### src/hw/ltpg_map.vh
// Constants for the LVDS test pattern generator
`ifndef LTPG_MAP_VH
`define LTPG_MAP_VH
// ---------------------------------------------------------------
// Register offsets (byte addresses, one 32-bit word each)
// ---------------------------------------------------------------
`define LTPG_REG_CTRL        4'h0
`define LTPG_REG_LANE_SEL    4'h4
`define LTPG_REG_CUSTOM      4'h8
`define LTPG_REG_STATUS      4'hC
// ---------------------------------------------------------------
// CTRL fields
// ---------------------------------------------------------------
`define LTPG_CTRL_COMMON_LSB 0
`define LTPG_CTRL_PERLANE    3
`define LTPG_CTRL_GBL_RAND   4
`define LTPG_CTRL_RAND_EN    5
`define LTPG_CTRL_RAND_LEN   6
`define LTPG_CTRL_RAND_RST   7
`define LTPG_CTRL_FRAME_LSB  8
`define LTPG_CTRL_FRAME_RAND 11
`define LTPG_CTRL_SYNC       12
`define LTPG_CTRL_LANE_RAND  16
// ---------------------------------------------------------------
// Pattern codes
// ---------------------------------------------------------------
`define LTPG_PAT_NORMAL      3'h0
`define LTPG_PAT_ZEROS       3'h1
`define LTPG_PAT_ONES        3'h2
`define LTPG_PAT_DESKEW      3'h3
`define LTPG_PAT_SYNC        3'h4
`define LTPG_PAT_CUSTOM      3'h5
`define LTPG_PAT_RAMP        3'h6
`define LTPG_PAT_TOGGLE      3'h7
// ---------------------------------------------------------------
// Sizes and fixed words
// ---------------------------------------------------------------
`define LTPG_LANES           4
`define LTPG_SER             14
`define LTPG_RES             14
`define LTPG_FIFO_DEPTH      8
`define LTPG_DESKEW_WORD     14'h1555
`define LTPG_SYNC_WORD       14'h3F80
`define LTPG_RST_CTRL        32'h0000_0000
`define LTPG_RST_LANE_SEL    32'h0000_0000
`define LTPG_RST_CUSTOM      32'h0000_0000
`define LTPG_PRBS_SEED23     23'h7FFFFF
`define LTPG_PRBS_SEED9      9'h1FF
`define LTPG_LAST_BIT        4'hD
`endif

### src/hw/ltpg_top.v
// LVDS test pattern generator: pattern substitution, FIFO and lane serializers
`timescale 1ns/1ps
`default_nettype none
`include "ltpg_map.vh"

module ltpg_top (
  // Clock and reset
  input  wire        clk_i,
  input  wire        sys_rst_i,
  // Avalon-MM slave
  input  wire [3:0]  avs_address_i,
  input  wire        avs_read_i,
  input  wire        avs_write_i,
  input  wire [31:0] avs_writedata_i,
  input  wire [3:0]  avs_byteenable_i,
  output reg  [31:0] avs_readdata_o,
  output reg         avs_waitrequest_o,
  // Converter samples, one word per lane, qualified by sample_valid_i
  input  wire [55:0] sample_data_i,
  input  wire        sample_valid_i,
  output reg         sample_ready_o,
  // Link pins
  input  wire        link_clk_i,
  input  wire        transmit_trigger_pin_i,
  output reg  [3:0]  lane_data_o,
  output reg         frame_lane_o
);
  localparam S  = `LTPG_SER;
  localparam NL = `LTPG_LANES;
  localparam [S-1:0] RAMP_STEP = 14'h0001 << (`LTPG_SER - `LTPG_RES);
  localparam [S-1:0] NEG_FS    = 14'h0000;

  // ---------------------------------------------------------------
  // Register file
  // ---------------------------------------------------------------
  reg  [31:0] ctrl_ff;
  reg  [31:0] lane_sel_ff;
  reg  [31:0] custom_ff;
  reg  [31:0] nxt_ctrl;
  reg  [31:0] nxt_lane_sel;
  reg  [31:0] nxt_custom;
  reg         acked_ff;
  wire        acc;
  integer     b;
  // Status sources, read back through STATUS
  reg  [S-1:0] ramp_ff;
  reg          toggle_ff;
  wire         fifo_full;

  // ---------------------------------------------------------------
  // Control field decode
  // ---------------------------------------------------------------
  wire [2:0]    common_pattern_select     = ctrl_ff[`LTPG_CTRL_COMMON_LSB +: 3];
  wire          per_lane_select_enable    = ctrl_ff[`LTPG_CTRL_PERLANE];
  wire          global_random_select      = ctrl_ff[`LTPG_CTRL_GBL_RAND];
  wire          random_seq_enable         = ctrl_ff[`LTPG_CTRL_RAND_EN];
  wire          random_seq_length_select  = ctrl_ff[`LTPG_CTRL_RAND_LEN];
  wire          random_seq_reset          = ctrl_ff[`LTPG_CTRL_RAND_RST];
  wire [2:0]    frame_lane_pattern_select = ctrl_ff[`LTPG_CTRL_FRAME_LSB +: 3];
  wire          frame_lane_random_select  = ctrl_ff[`LTPG_CTRL_FRAME_RAND];
  wire          sync_bit                  = ctrl_ff[`LTPG_CTRL_SYNC];
  wire [NL-1:0] lane_random_enable        = ctrl_ff[`LTPG_CTRL_LANE_RAND +: NL];

  // ---------------------------------------------------------------
  // Bus handshake and register writes
  // ---------------------------------------------------------------
  // One wait state: waitrequest drops one cycle after the request is seen
  // Writes land on the answer edge, so a read never sees a half-done write
  assign acc = (avs_read_i || avs_write_i) && !acked_ff;

  always @* begin
    nxt_ctrl     = ctrl_ff;
    nxt_lane_sel = lane_sel_ff;
    nxt_custom   = custom_ff;
    if (avs_write_i && acked_ff) begin
      for (b = 0; b < 4; b = b + 1) begin
        if (avs_byteenable_i[b]) begin
          case (avs_address_i)
            `LTPG_REG_CTRL: begin
              nxt_ctrl[b*8 +: 8] = avs_writedata_i[b*8 +: 8];
            end
            `LTPG_REG_LANE_SEL: begin
              nxt_lane_sel[b*8 +: 8] = avs_writedata_i[b*8 +: 8];
            end
            `LTPG_REG_CUSTOM: begin
              nxt_custom[b*8 +: 8] = avs_writedata_i[b*8 +: 8];
            end
            default: begin
            end
          endcase
        end
      end
    end
  end

  always @(posedge clk_i) begin
    if (sys_rst_i) begin
      ctrl_ff           <= `LTPG_RST_CTRL;
      lane_sel_ff       <= `LTPG_RST_LANE_SEL;
      custom_ff         <= `LTPG_RST_CUSTOM;
      acked_ff          <= 1'b0;
      avs_waitrequest_o <= 1'b1;
      avs_readdata_o    <= 32'h0000_0000;
    end else begin
      ctrl_ff     <= nxt_ctrl;
      // Unused upper bits of lane_sel_ff and custom_ff are never stored, so they always read back as zero
      lane_sel_ff <= {20'h00000, nxt_lane_sel[11:0]};
      custom_ff   <= {16'h0000, nxt_custom[15:0]};
      acked_ff    <= acc;
      avs_waitrequest_o <= !acc;
      if (acc && avs_read_i) begin
        case (avs_address_i)
          `LTPG_REG_CTRL:     avs_readdata_o <= ctrl_ff;
          `LTPG_REG_LANE_SEL: avs_readdata_o <= lane_sel_ff;
          `LTPG_REG_CUSTOM:   avs_readdata_o <= custom_ff;
          `LTPG_REG_STATUS:   avs_readdata_o <= {16'h0000, ramp_ff, toggle_ff, fifo_full};
          default:            avs_readdata_o <= 32'h0000_0000;
        endcase
      end
    end
  end

  // ---------------------------------------------------------------
  // Pin input synchronisers (three stages, change on 2nd==3rd)
  // ---------------------------------------------------------------
  reg  [2:0] lclk_sync_ff;
  reg  [2:0] trig_sync_ff;
  reg        lclk_ff;
  reg        trig_ff;
  reg        trig_d_ff;
  reg        sync_bit_d_ff;
  reg        rand_rst_d_ff;
  wire       lclk_rise;

  always @(posedge clk_i) begin
    if (sys_rst_i) begin
      lclk_sync_ff  <= 3'h0;
      trig_sync_ff  <= 3'h0;
      lclk_ff       <= 1'b0;
      trig_ff       <= 1'b0;
      trig_d_ff     <= 1'b0;
      sync_bit_d_ff <= 1'b0;
      rand_rst_d_ff <= 1'b0;
    end else begin
      lclk_sync_ff  <= {lclk_sync_ff[1:0], link_clk_i};
      trig_sync_ff  <= {trig_sync_ff[1:0], transmit_trigger_pin_i};
      if (lclk_sync_ff[1] == lclk_sync_ff[2]) begin
        lclk_ff <= lclk_sync_ff[2];
      end
      if (trig_sync_ff[1] == trig_sync_ff[2]) begin
        trig_ff <= trig_sync_ff[2];
      end
      trig_d_ff     <= trig_ff;
      sync_bit_d_ff <= sync_bit;
      rand_rst_d_ff <= random_seq_reset;
    end
  end

  assign lclk_rise = (lclk_sync_ff[1] == lclk_sync_ff[2]) && lclk_sync_ff[2] && !lclk_ff;

  // ---------------------------------------------------------------
  // Restart detection
  // ---------------------------------------------------------------
  // Restart on trigger rising edge or on the falling edge of the sync bit (set then clear)
  // Acting on the clear lets software park the bit set without freezing the patterns
  wire restart  = (trig_ff && !trig_d_ff) || (sync_bit_d_ff && !sync_bit);
  wire prbs_rst = restart || (random_seq_reset && !rand_rst_d_ff);

  // ---------------------------------------------------------------
  // Pattern sources, advanced once per conversion word
  // ---------------------------------------------------------------
  reg  [22:0]  prbs23_ff;
  reg  [8:0]   prbs9_ff;
  wire         conv_tick;
  wire [15:0]  prbs_word;
  // Low custom bits beyond the serialization factor are dropped
  wire [S-1:0] custom_word = custom_ff[15 -: S];

  // Random word from the MSB side of the selected generator
  assign prbs_word = random_seq_length_select ? {prbs9_ff, 7'h00} : prbs23_ff[22:7];

  always @(posedge clk_i) begin
    if (sys_rst_i) begin
      ramp_ff   <= NEG_FS;
      toggle_ff <= 1'b0;
      prbs23_ff <= `LTPG_PRBS_SEED23;
      prbs9_ff  <= `LTPG_PRBS_SEED9;
    end else begin
      if (restart) begin
        ramp_ff   <= NEG_FS;
        toggle_ff <= 1'b0;
      end else if (conv_tick) begin
        ramp_ff   <= ramp_ff + RAMP_STEP;
        toggle_ff <= !toggle_ff;
      end
      // Generators step per accepted word; a reseed lines them up with the receiver
      if (prbs_rst) begin
        prbs23_ff <= `LTPG_PRBS_SEED23;
        prbs9_ff  <= `LTPG_PRBS_SEED9;
      end else if (conv_tick) begin
        prbs23_ff <= {prbs23_ff[21:0], prbs23_ff[22] ^ prbs23_ff[17]};
        prbs9_ff  <= {prbs9_ff[7:0], prbs9_ff[8] ^ prbs9_ff[4]};
      end
    end
  end

  function [S-1:0] pat_word;
    input [2:0]   sel;
    input [S-1:0] sample;
    input         rnd;
    begin
      case (sel)
        `LTPG_PAT_ZEROS:  pat_word = {S{1'b0}};
        `LTPG_PAT_ONES:   pat_word = {S{1'b1}};
        `LTPG_PAT_DESKEW: pat_word = `LTPG_DESKEW_WORD;
        `LTPG_PAT_SYNC:   pat_word = `LTPG_SYNC_WORD;
        `LTPG_PAT_CUSTOM: pat_word = rnd ? prbs_word[15 -: S] : custom_word;
        `LTPG_PAT_RAMP:   pat_word = rnd ? prbs_word[15 -: S] : ramp_ff;
        `LTPG_PAT_TOGGLE: pat_word = {S{toggle_ff}};
        default:          pat_word = sample;
      endcase
    end
  endfunction

  // ---------------------------------------------------------------
  // Substitution and FIFO
  // ---------------------------------------------------------------
  wire [NL*S-1:0] sub_word;
  wire            fifo_in_ready;
  wire            ser_valid;
  wire [NL*S-1:0] ser_data;
  reg             ser_take;

  genvar g;
  generate
    for (g = 0; g < NL; g = g + 1) begin : g_lane
      wire [2:0] sel = per_lane_select_enable ? lane_sel_ff[g*3 +: 3] : common_pattern_select;
      wire       rnd = random_seq_enable &&
                       (per_lane_select_enable ? lane_random_enable[g] : global_random_select);
      assign sub_word[g*S +: S] = pat_word(sel, sample_data_i[g*S +: S], rnd);
    end
  endgenerate

  assign conv_tick = sample_valid_i && fifo_in_ready;
  assign fifo_full = !fifo_in_ready;

  // Registered copy of FIFO ready: a source that waits for it before each
  // offer gives up some throughput, but the output comes from a flip-flop
  always @(posedge clk_i) begin
    if (sys_rst_i) begin
      sample_ready_o <= 1'b0;
    end else begin
      sample_ready_o <= fifo_in_ready;
    end
  end

  // The FIFO absorbs the rate gap: a sample per clock in, a word per 14 link edges out
  ltpg_fifo #(
    .WIDTH (NL*S),
    .DEPTH (`LTPG_FIFO_DEPTH),
    .AW    (3)
  ) u_fifo (
    .clk_i       (clk_i),
    .sys_rst_i   (sys_rst_i),
    .in_valid_i  (sample_valid_i),
    .in_ready_o  (fifo_in_ready),
    .in_data_i   (sub_word),
    .out_valid_o (ser_valid),
    .out_ready_i (ser_take),
    .out_data_o  (ser_data)
  );

  // ---------------------------------------------------------------
  // Serializer: one bit per link clock rising edge, MSB first
  // ---------------------------------------------------------------
  reg  [NL*S-1:0] shift_ff;
  reg  [S-1:0]    frame_shift_ff;
  reg  [3:0]      bit_cnt_ff;
  reg             busy_ff;
  wire [S-1:0]    frame_word;
  wire            frame_rnd = frame_lane_random_select && random_seq_enable;
  integer         l;

  // Frame word idles as the usual half-high frame marker
  assign frame_word = (frame_lane_pattern_select == `LTPG_PAT_NORMAL) ? `LTPG_SYNC_WORD :
                      pat_word(frame_lane_pattern_select, `LTPG_SYNC_WORD, frame_rnd);

  always @* begin
    ser_take = lclk_rise && ser_valid && (!busy_ff || bit_cnt_ff == `LTPG_LAST_BIT);
  end

  always @(posedge clk_i) begin
    if (sys_rst_i) begin
      shift_ff       <= {NL*S{1'b0}};
      frame_shift_ff <= {S{1'b0}};
      bit_cnt_ff     <= 4'h0;
      busy_ff        <= 1'b0;
      lane_data_o    <= 4'h0;
      frame_lane_o   <= 1'b0;
    end else if (lclk_rise) begin
      if (ser_take) begin
        shift_ff       <= ser_data;
        frame_shift_ff <= frame_word;
        bit_cnt_ff     <= 4'h0;
        busy_ff        <= 1'b1;
        for (l = 0; l < NL; l = l + 1) begin
          lane_data_o[l] <= ser_data[l*S + S-1];
        end
        frame_lane_o   <= frame_word[S-1];
      end else if (busy_ff && bit_cnt_ff != `LTPG_LAST_BIT) begin
        bit_cnt_ff     <= bit_cnt_ff + 4'h1;
        for (l = 0; l < NL; l = l + 1) begin
          shift_ff[l*S +: S] <= {shift_ff[l*S +: S-1], 1'b0};
          lane_data_o[l]     <= shift_ff[l*S + S-2];
        end
        frame_shift_ff <= {frame_shift_ff[S-2:0], 1'b0};
        frame_lane_o   <= frame_shift_ff[S-2];
      end else begin
        // Idle lanes and frame rest low so the next frame edge is clean
        busy_ff      <= 1'b0;
        lane_data_o  <= 4'h0;
        frame_lane_o <= 1'b0;
      end
    end
  end
endmodule
`default_nettype wire

### src/hw/ltpg_fifo.v
// Small synchronous FIFO with valid/ready on both sides
`timescale 1ns/1ps
`default_nettype none
module ltpg_fifo #(
  parameter WIDTH = 56,
  parameter DEPTH = 8,
  parameter AW    = 3
) (
  // Clock and reset
  input  wire             clk_i,
  input  wire             sys_rst_i,
  // Fill side
  input  wire             in_valid_i,
  output wire             in_ready_o,
  input  wire [WIDTH-1:0] in_data_i,
  // Drain side
  output reg              out_valid_o,
  input  wire             out_ready_i,
  output reg  [WIDTH-1:0] out_data_o
);
  reg  [WIDTH-1:0] mem_ff [0:DEPTH-1];
  reg  [AW-1:0]    wr_ff;
  reg  [AW-1:0]    rd_ff;
  reg  [AW:0]      cnt_ff;
  wire             do_wr;
  wire             do_rd;

  // Output register counts as a slot only via out_valid_o
  assign in_ready_o = (cnt_ff != DEPTH[AW:0]);
  assign do_wr      = in_valid_i && in_ready_o;
  assign do_rd      = (cnt_ff != {(AW+1){1'b0}}) && (!out_valid_o || out_ready_i);

  always @(posedge clk_i) begin
    if (do_wr) begin
      mem_ff[wr_ff] <= in_data_i;
    end
  end

  always @(posedge clk_i) begin
    if (sys_rst_i) begin
      wr_ff       <= {AW{1'b0}};
      rd_ff       <= {AW{1'b0}};
      cnt_ff      <= {(AW+1){1'b0}};
      out_valid_o <= 1'b0;
      out_data_o  <= {WIDTH{1'b0}};
    end else begin
      if (do_wr) begin
        wr_ff <= wr_ff + 1'b1;
      end
      if (do_rd) begin
        rd_ff       <= rd_ff + 1'b1;
        out_data_o  <= mem_ff[rd_ff];
        out_valid_o <= 1'b1;
      end else if (out_ready_i) begin
        out_valid_o <= 1'b0;
      end
      cnt_ff <= cnt_ff + {{AW{1'b0}}, do_wr} - {{AW{1'b0}}, do_rd};
    end
  end
endmodule
`default_nettype wire

### config.mk
export PLATFORM = sky130hd
export DESIGN_NAME = ltpg_top
export DESIGN_NICKNAME = d
export VERILOG_FILES = /design/src/hw/ltpg_top.v /design/src/hw/ltpg_fifo.v
export VERILOG_INCLUDE_DIRS = /design/src /design/src/hw
export SDC_FILE = /design/constraint.sdc
export NUM_CORES = 1
export LEC_CHECK = 0
export BUFFER_PORTS_ARGS = -buffer_cell sky130_fd_sc_hd__buf_2
export CAP_MARGIN = 10
export CORE_ASPECT_RATIO = 1.2
export CORE_MARGIN = 2
export CORE_UTILIZATION = 25
export CTS_CLUSTER_DIAMETER = 50
export DETAILED_ROUTE_END_ITERATION = 16
export HOLD_SLACK_MARGIN = 0.12
export SYNTH_ARGS = -nofsm -noshare
export SYNTH_HDL_FRONTEND = slang
export SYNTH_SLANG_ARGS = --single-unit
### constraint.sdc
create_clock -name clk_i -period 7.7 [get_ports clk_i]
set_input_delay 1.155 -clock clk_i [delete_from_list [all_inputs] [get_ports clk_i]]
set_output_delay 1.155 -clock clk_i [all_outputs]
set_load 0.02 [all_outputs]
# Yosys cells after proc, flatten, opt, wreduce, memory -nomap -nowiden
# Memory sizes are Yosys's and may differ from the RTL's. A register that Yosys moved wholly into a read port is not among the register bits.
# Cells that the tools add are included.
# W data, S select, Z words.
totals:
  word_cells: 179
  reg_bits: 278
  inputBits: 103
  ramBits: 448
  output_inout_bits: 39
  n_memories: 1
mem_list:
  columns: ["name", "depth", "width", "read_ports", "rd_ports_with_merged_regs", "write_ports", "line_no", "source"]
  rows:
  - ["u_fifo.mem_ff", 8, 56, 1, 1, 1, "ltpg_fifo.v:21", "reg [WIDTH-1:0] mem_ff [0:DEPTH-1];"]
classes:
  n_addsub: 6
  n_reduce_logical: 50
  n_mux: 42
  bitwise: 2
  eq_ne: 43
op_table:
  columns: ["cell", "count"]
  rows:
  - ["$pmux W14 S7", 4]
  - ["$mux W14", 11]
  - ["$pmux W32 S4", 1]
  - ["$mux W55", 2]
  - ["$pmux W14 S6", 1]
  - ["$eq A3 B3 Y1 const B", 19]
  - ["$eq A3 B2 Y1 const B", 10]
  - ["$mux W13", 2]
  - ["$reduce_and A3 Y1", 8]
  - ["$logic_and A1 B1 Y1", 18]
  - ["$mux W16", 1]
  - ["$mux W4", 4]
  - ["$eq A3 B1 Y1 const B", 5]
  - ["$add A14 B1 Y14 const B", 1]
  - ["$eq A4 B4 Y1 const B", 3]
  - ["$mux W1", 12]
  - ["$mux W3", 4]
  - ["$logic_not A1 Y1", 10]
  - ["$ne A4 B4 Y1 const B", 2]
  - ["$add A3 B1 Y3 const B", 2]
  - ["$logic_or A1 B1 Y1", 5]
  - ["$add A4 B1 Y4", 1]
  - ["$add A4 B1 Y4 const B", 1]
  - ["$eq A4 B3 Y1 const B", 1]
  - ["other kinds (10)", 15]

# Logic depth before layout (Yosys ltp)
logic_depth:
  depth_word: 8
  ltp_mapped: 14
  mapped_depth_nobuf: 12

# Modules after synthesis
# Synthesis repeated with hierarchy kept, for this count alone.
unflattened:
  cells_unflattened: 2597
  hier_area_um2: 31863.1
by_module_without_submodules:
  columns: ["mod", "n_inst", "area_per_inst_um2", "cells_each"]
  rows:
  - ["ltpg_fifo", 1, 19235.9, 1031]
  - ["ltpg_top", 1, 12627.1, 1566]

# Worst setup path after synthesis
# No wires, ideal clock.
synth_path:
  kind: "in2reg"
  from: "in sample_valid_i"
  to: "mem u_fifo.mem_ff[0][0], enable pin"
  path_stages: 3
  t_arrival_ns: 6.801
  required_ns: 7.092
  path_buffers: 1
  slack_ns: 0.290
  setup_time_ns: 0.608
  path_cell_list: "nand2_1 > clkbuf_1 > nor4_1"
synth_via:
  elab_chain_len: 3
synth_lines:
  columns: ["element", "line_no", "source"]
  rows:
  - ["from (decl)", "ltpg_top.v:20", "input wire sample_valid_i,"]
  - ["$logic_and A1 B1 Y1", "ltpg_fifo.v:30", "assign do_wr = in_valid_i && in_ready_o;"]
  - ["$mux W1", "ltpg_fifo.v:34", "if (do_wr) begin"]
  - ["$mux W1 (implied by the code)", "ltpg_fifo.v:35", "mem_ff[wr_ff] <= in_data_i;"]
  - ["to (decl)", "ltpg_fifo.v:21", null]
# Every way passes these cells.

# Final worst setup path
layout_path:
  from: "reg u_fifo.cnt_ff[2]"
  to: "mem u_fifo.mem_ff[1][52], enable pin"
layout_via:
  elab_chain_len: 4
layout_lines:
  columns: ["element", "line_no", "source"]
  rows:
  - ["from (decl)", "ltpg_fifo.v:24", "reg [AW:0] cnt_ff;"]
  - ["from (signal assigned)", "ltpg_fifo.v:43", "cnt_ff <= {(AW+1){1'b0}};"]
  - ["from (signal assigned)", "ltpg_fifo.v:57", "cnt_ff <= cnt_ff + {{AW{1'b0}}, do_wr} - {{AW{1'b0}}, do_rd};"]
  - ["$ne A4 B4 Y1", "ltpg_fifo.v:29", "assign in_ready_o = (cnt_ff != DEPTH[AW:0]);"]
  - ["$logic_and A1 B1 Y1", "ltpg_fifo.v:30", null]
  - ["$mux W1", "ltpg_fifo.v:34", null]
  - ["$mux W1 (implied by the code)", "ltpg_fifo.v:35", null]
# Every way passes these cells.

==> impl_metrics.csv <==
group,metric,value,unit
outcome,status,"finished, final reports clean",
floorplanning,die_h,397.7,um
critical_path,cp_common_cell,"nand2_1",
layout,layout-drive-gt1-share,20.52,%
floorplanning,dieArea,132100,um2
yosys,synth-async-reset-ratio,0,%
sta,finalSetupViolCount,0,
sta,max_freq,261.3,MHz
flow_run,cap_violations,0,
critical_path,cp_cell_sequence,"inv_1 > ha_1 > or3b_1 > nand2_1 > inv_2 > nand2_1 > nor3_2 > buf_4",
hold_path,hold_path_class,"reg -> reg",
yosys,synthXorXnorAreaFrac,0.4611,%
drt,viasPerCell,5.061,
drt,firstDrtPassIters,6,
layout,final_cell_mix,"edfxtp_1, dfxtp_1, mux2i_1",
sta,post-route-period-util,49.71,%
global_route,grt_overflow,0,
global_route,grt_max_degree,113,
yosys,synth_compound_area_share,12.53,%
critical_path,cp-start-kind,"register",
placed_design,numPortBuffers,141,
power,power_leakage,12.38,nW
yosys,syn_area_per_cell,13.00,um2
yosys,muxShareOfSynthArea,15.31,%
cts,cts_tree,"yes",
critical_path,slowest_delay,0.86,ns
global_route,grt_antenna_before_repair,9,
drt,ant_nets,0,
cts,cts_resized,0,
drt,routedWlPerCell,22.36,um
sta,max_slew.worst_pin.slew,1.281,ns
sta,timing.final.crit_period,3.828,ns
critical_path,crit_type,"reg -> reg",
yosys,synth_edf_count,448,
global_route,grt_use_total,14.21,%
drt,num_vias,21750,
sta,rsz0062_at_grt,"false",
critical_path,required,7.93,ns
layout,num-nets-final,2678,
critical_path,slowest_stage,"buf_4",
global_route,grt_pass1_wl,141.7,mm
yosys,synth-seq-cells,743,
drt,drt-total-wl,96.10,mm
layout,area_growth,14.72,%
sta,totalNegativeSetupSlack,0,ns
critical_path,endpoint_kind,"register",
cts,clock_latency,0.63,ns
yosys,synth_nets,2599,
layout,utilization,28.88,%
placed_design,dpl.hpwl,63.27,mm
yosys,yosysUniqueCellTypes,86,
critical_path,cp_max_fo,49,
yosys,synth_ff_type,"edfxtp_1",
cts,cts_hold_buffers,0,
floorplanning,ioPinCount,142,
floorplanning,core_area,128300,um2
cts,cts_buffers,71,
cts,clk_path_buf_depth,3,
layout,layout_commonest_cell,"edfxtp_1",
cts,cts_root_buffer,"clkbuf_16",
yosys,netlist_instances,2483,
drt,drtIter0Drc,2077,
power,ir_drop,198.9,uV
placed_design,gp_congestion,0.9425,
sta,clock_skew,0.03440,ns
sta,final_hold_viol_count,0,
cts,htree_levels,3,
sta,slew_violations,0,
yosys,yosys_warnings,0,
drt,drc,0,
power,p_per_area,269.8,nW/um2
cts,path_clk_slew,0.06,ns
global_route,grt_pass1_vias,21220,
yosys,seq_area_frac_synth,59.95,%
critical_path,cp.arrival,4.06,ns
yosys,synth_top_family_by_area,"multiplexers",
yosys,synthesis.area,32290,um2
cts,cts.sinks,743,
floorplanning,start_util,25.17,%
floorplanning,die_w,332.1,um
yosys,yosys.area_share.simple,7.994,%
floorplanning,rows,144,
sta,max_slew_margin,14.06,%
yosys,synthAdderAreaFrac,0.5270,%
cts,post-cts-setup-buffers,0,
## cells by family after synthesis
kind of cell / after synthesis
xor gates and xnor gates: 17
buffers and inverters: 231
adders and majority gates: 13
muxes: 338
AOI/OAI and AO/OA: 598
DFF: 743
and+or+nand+nor: 543
## where the power goes
| group | switching, mW | leakage, nW | internal [mW] | total [mW] |
|---|---|---|---|---|
| clock | 1.51 | 1.11 | 1.96 | 3.48 |
| combinational | 1.02 | 4.80 | 0.707 | 1.72 |
| sequential | 0.232 | 6.47 | 4.57 | 4.80 |
## final timing paths
kind / startpoint / to / depth (start not counted) / slack, ns
max: u_fifo.cnt_ff[2] / u_fifo.mem_ff[1][52] / 8 / 3.87
min: avs_readdata_o[28] / avs_readdata_o[28] / 2 / 0.45
max reg2reg: u_fifo.cnt_ff[2] / u_fifo.mem_ff[1][52] / 8 / 3.87
min reg2reg: avs_readdata_o[28] / avs_readdata_o[28] / 2 / 0.45
## Yosys cell counts (all sizes together), types with 11 or more instances
cell    number  area (um2)
nand2      140       538.0
dfxtp      295        5906
a221oi      20       175.2
inv         34       127.6
a22oi       16       120.1
or3         13       81.33
nor2       178       673.1
nor2b       15       93.84
nand3       71       355.3
ha          12       150.1
a311oi      11       96.34
buf         83       483.0
nand2b      15       93.84
mux2        36       420.4
mux2i      186        1911
clkbuf     112       422.9
a22o        23       201.4
nor3        39       200.2
nand4       14       106.4
o21ai      131       663.1
mux4       116        2613
o32ai       13       113.9
xnor2       13       113.9
nand3b      14       117.6
o221a       24       270.3
a211oi      74       560.5
edfxtp     448       13450
a211o       41       359.1
a31oi       21       131.4
a21oi      158       798.3
a21boi      18       138.9
## final cells by class
class / instances / area [um2]
Timing Repair Buffer: 201 / 1162
Antenna cell: 2 / 5.005
Fill cell: 13100 / 91240
Clock buffer: 95 / 1908
Clock inverter: 33 / 379.1
Multi-Input combinational cell: 1509 / 11980
Inverter: 36 / 136.4
Sequential cell: 743 / 19370
Tap cell: 1679 / 2101
## worst max-delay path: cells and delay by family (launching register included)
| family | cells | cell delay, ns |
|---|---|---|
| buffers and inverters | 3 | 1.42 |
| adder cells (fa/ha/maj) | 1 | 0.21 |
| flip-flops | 1 | 0.31 |
| AND/OR/NAND/NOR | 4 | 1.38 |
## flip-flops by register name, indices dropped and copies added (netlist names), 3 cells and up
register           flops
avs_readdata_o        32
u_fifo.out_data_o     56
ramp_ff               14
lane_sel_ff           12
lclk_sync_ff           3
prbs9_ff               9
u_fifo.wr_ff           3
trig_sync_ff           3
shift_ff              52
frame_shift_ff        13
custom_ff             16
u_fifo.mem_ff        448
prbs23_ff             23
bit_cnt_ff             4
ctrl_ff               32
u_fifo.rd_ff           3
lane_data_o            4
u_fifo.cnt_ff          4
## through the flow
| stage | instance area [um2] | total power, mW | instances | hold slack [ns] | setup WS, ns |
|---|---|---|---|---|---|
| 2_1_floorplan | 32290 | 6.034 | 2483 | 0.4138 | 0.2905 |
| 3_3_place_gp | 34750 | 6.600 | 4168 | 0.4262 | 3.486 |
| 3_5_place_dp | 34750 | 6.621 | 4168 | 0.4278 | 3.404 |
| 4_1_cts | 37040 | 10.09 | 4296 | 0.4523 | 3.824 |
| 5_1_grt | 37040 | 10.40 | 4296 | 0.4749 | 3.601 |
| 6_report | 37040 | 9.996 | 4298 | 0.4526 | 3.872 |
## metal layers
metal	GRT usage, %	vias to the layer above	share of wire, %
li1	-	9739	-
met1	18.12	10950	42
met2	23.89	861	48
met3	2.624	195	6.7
met4	5.446	12	3.5
met5	0	-	0.071
(Power assumes the default switching activity.)
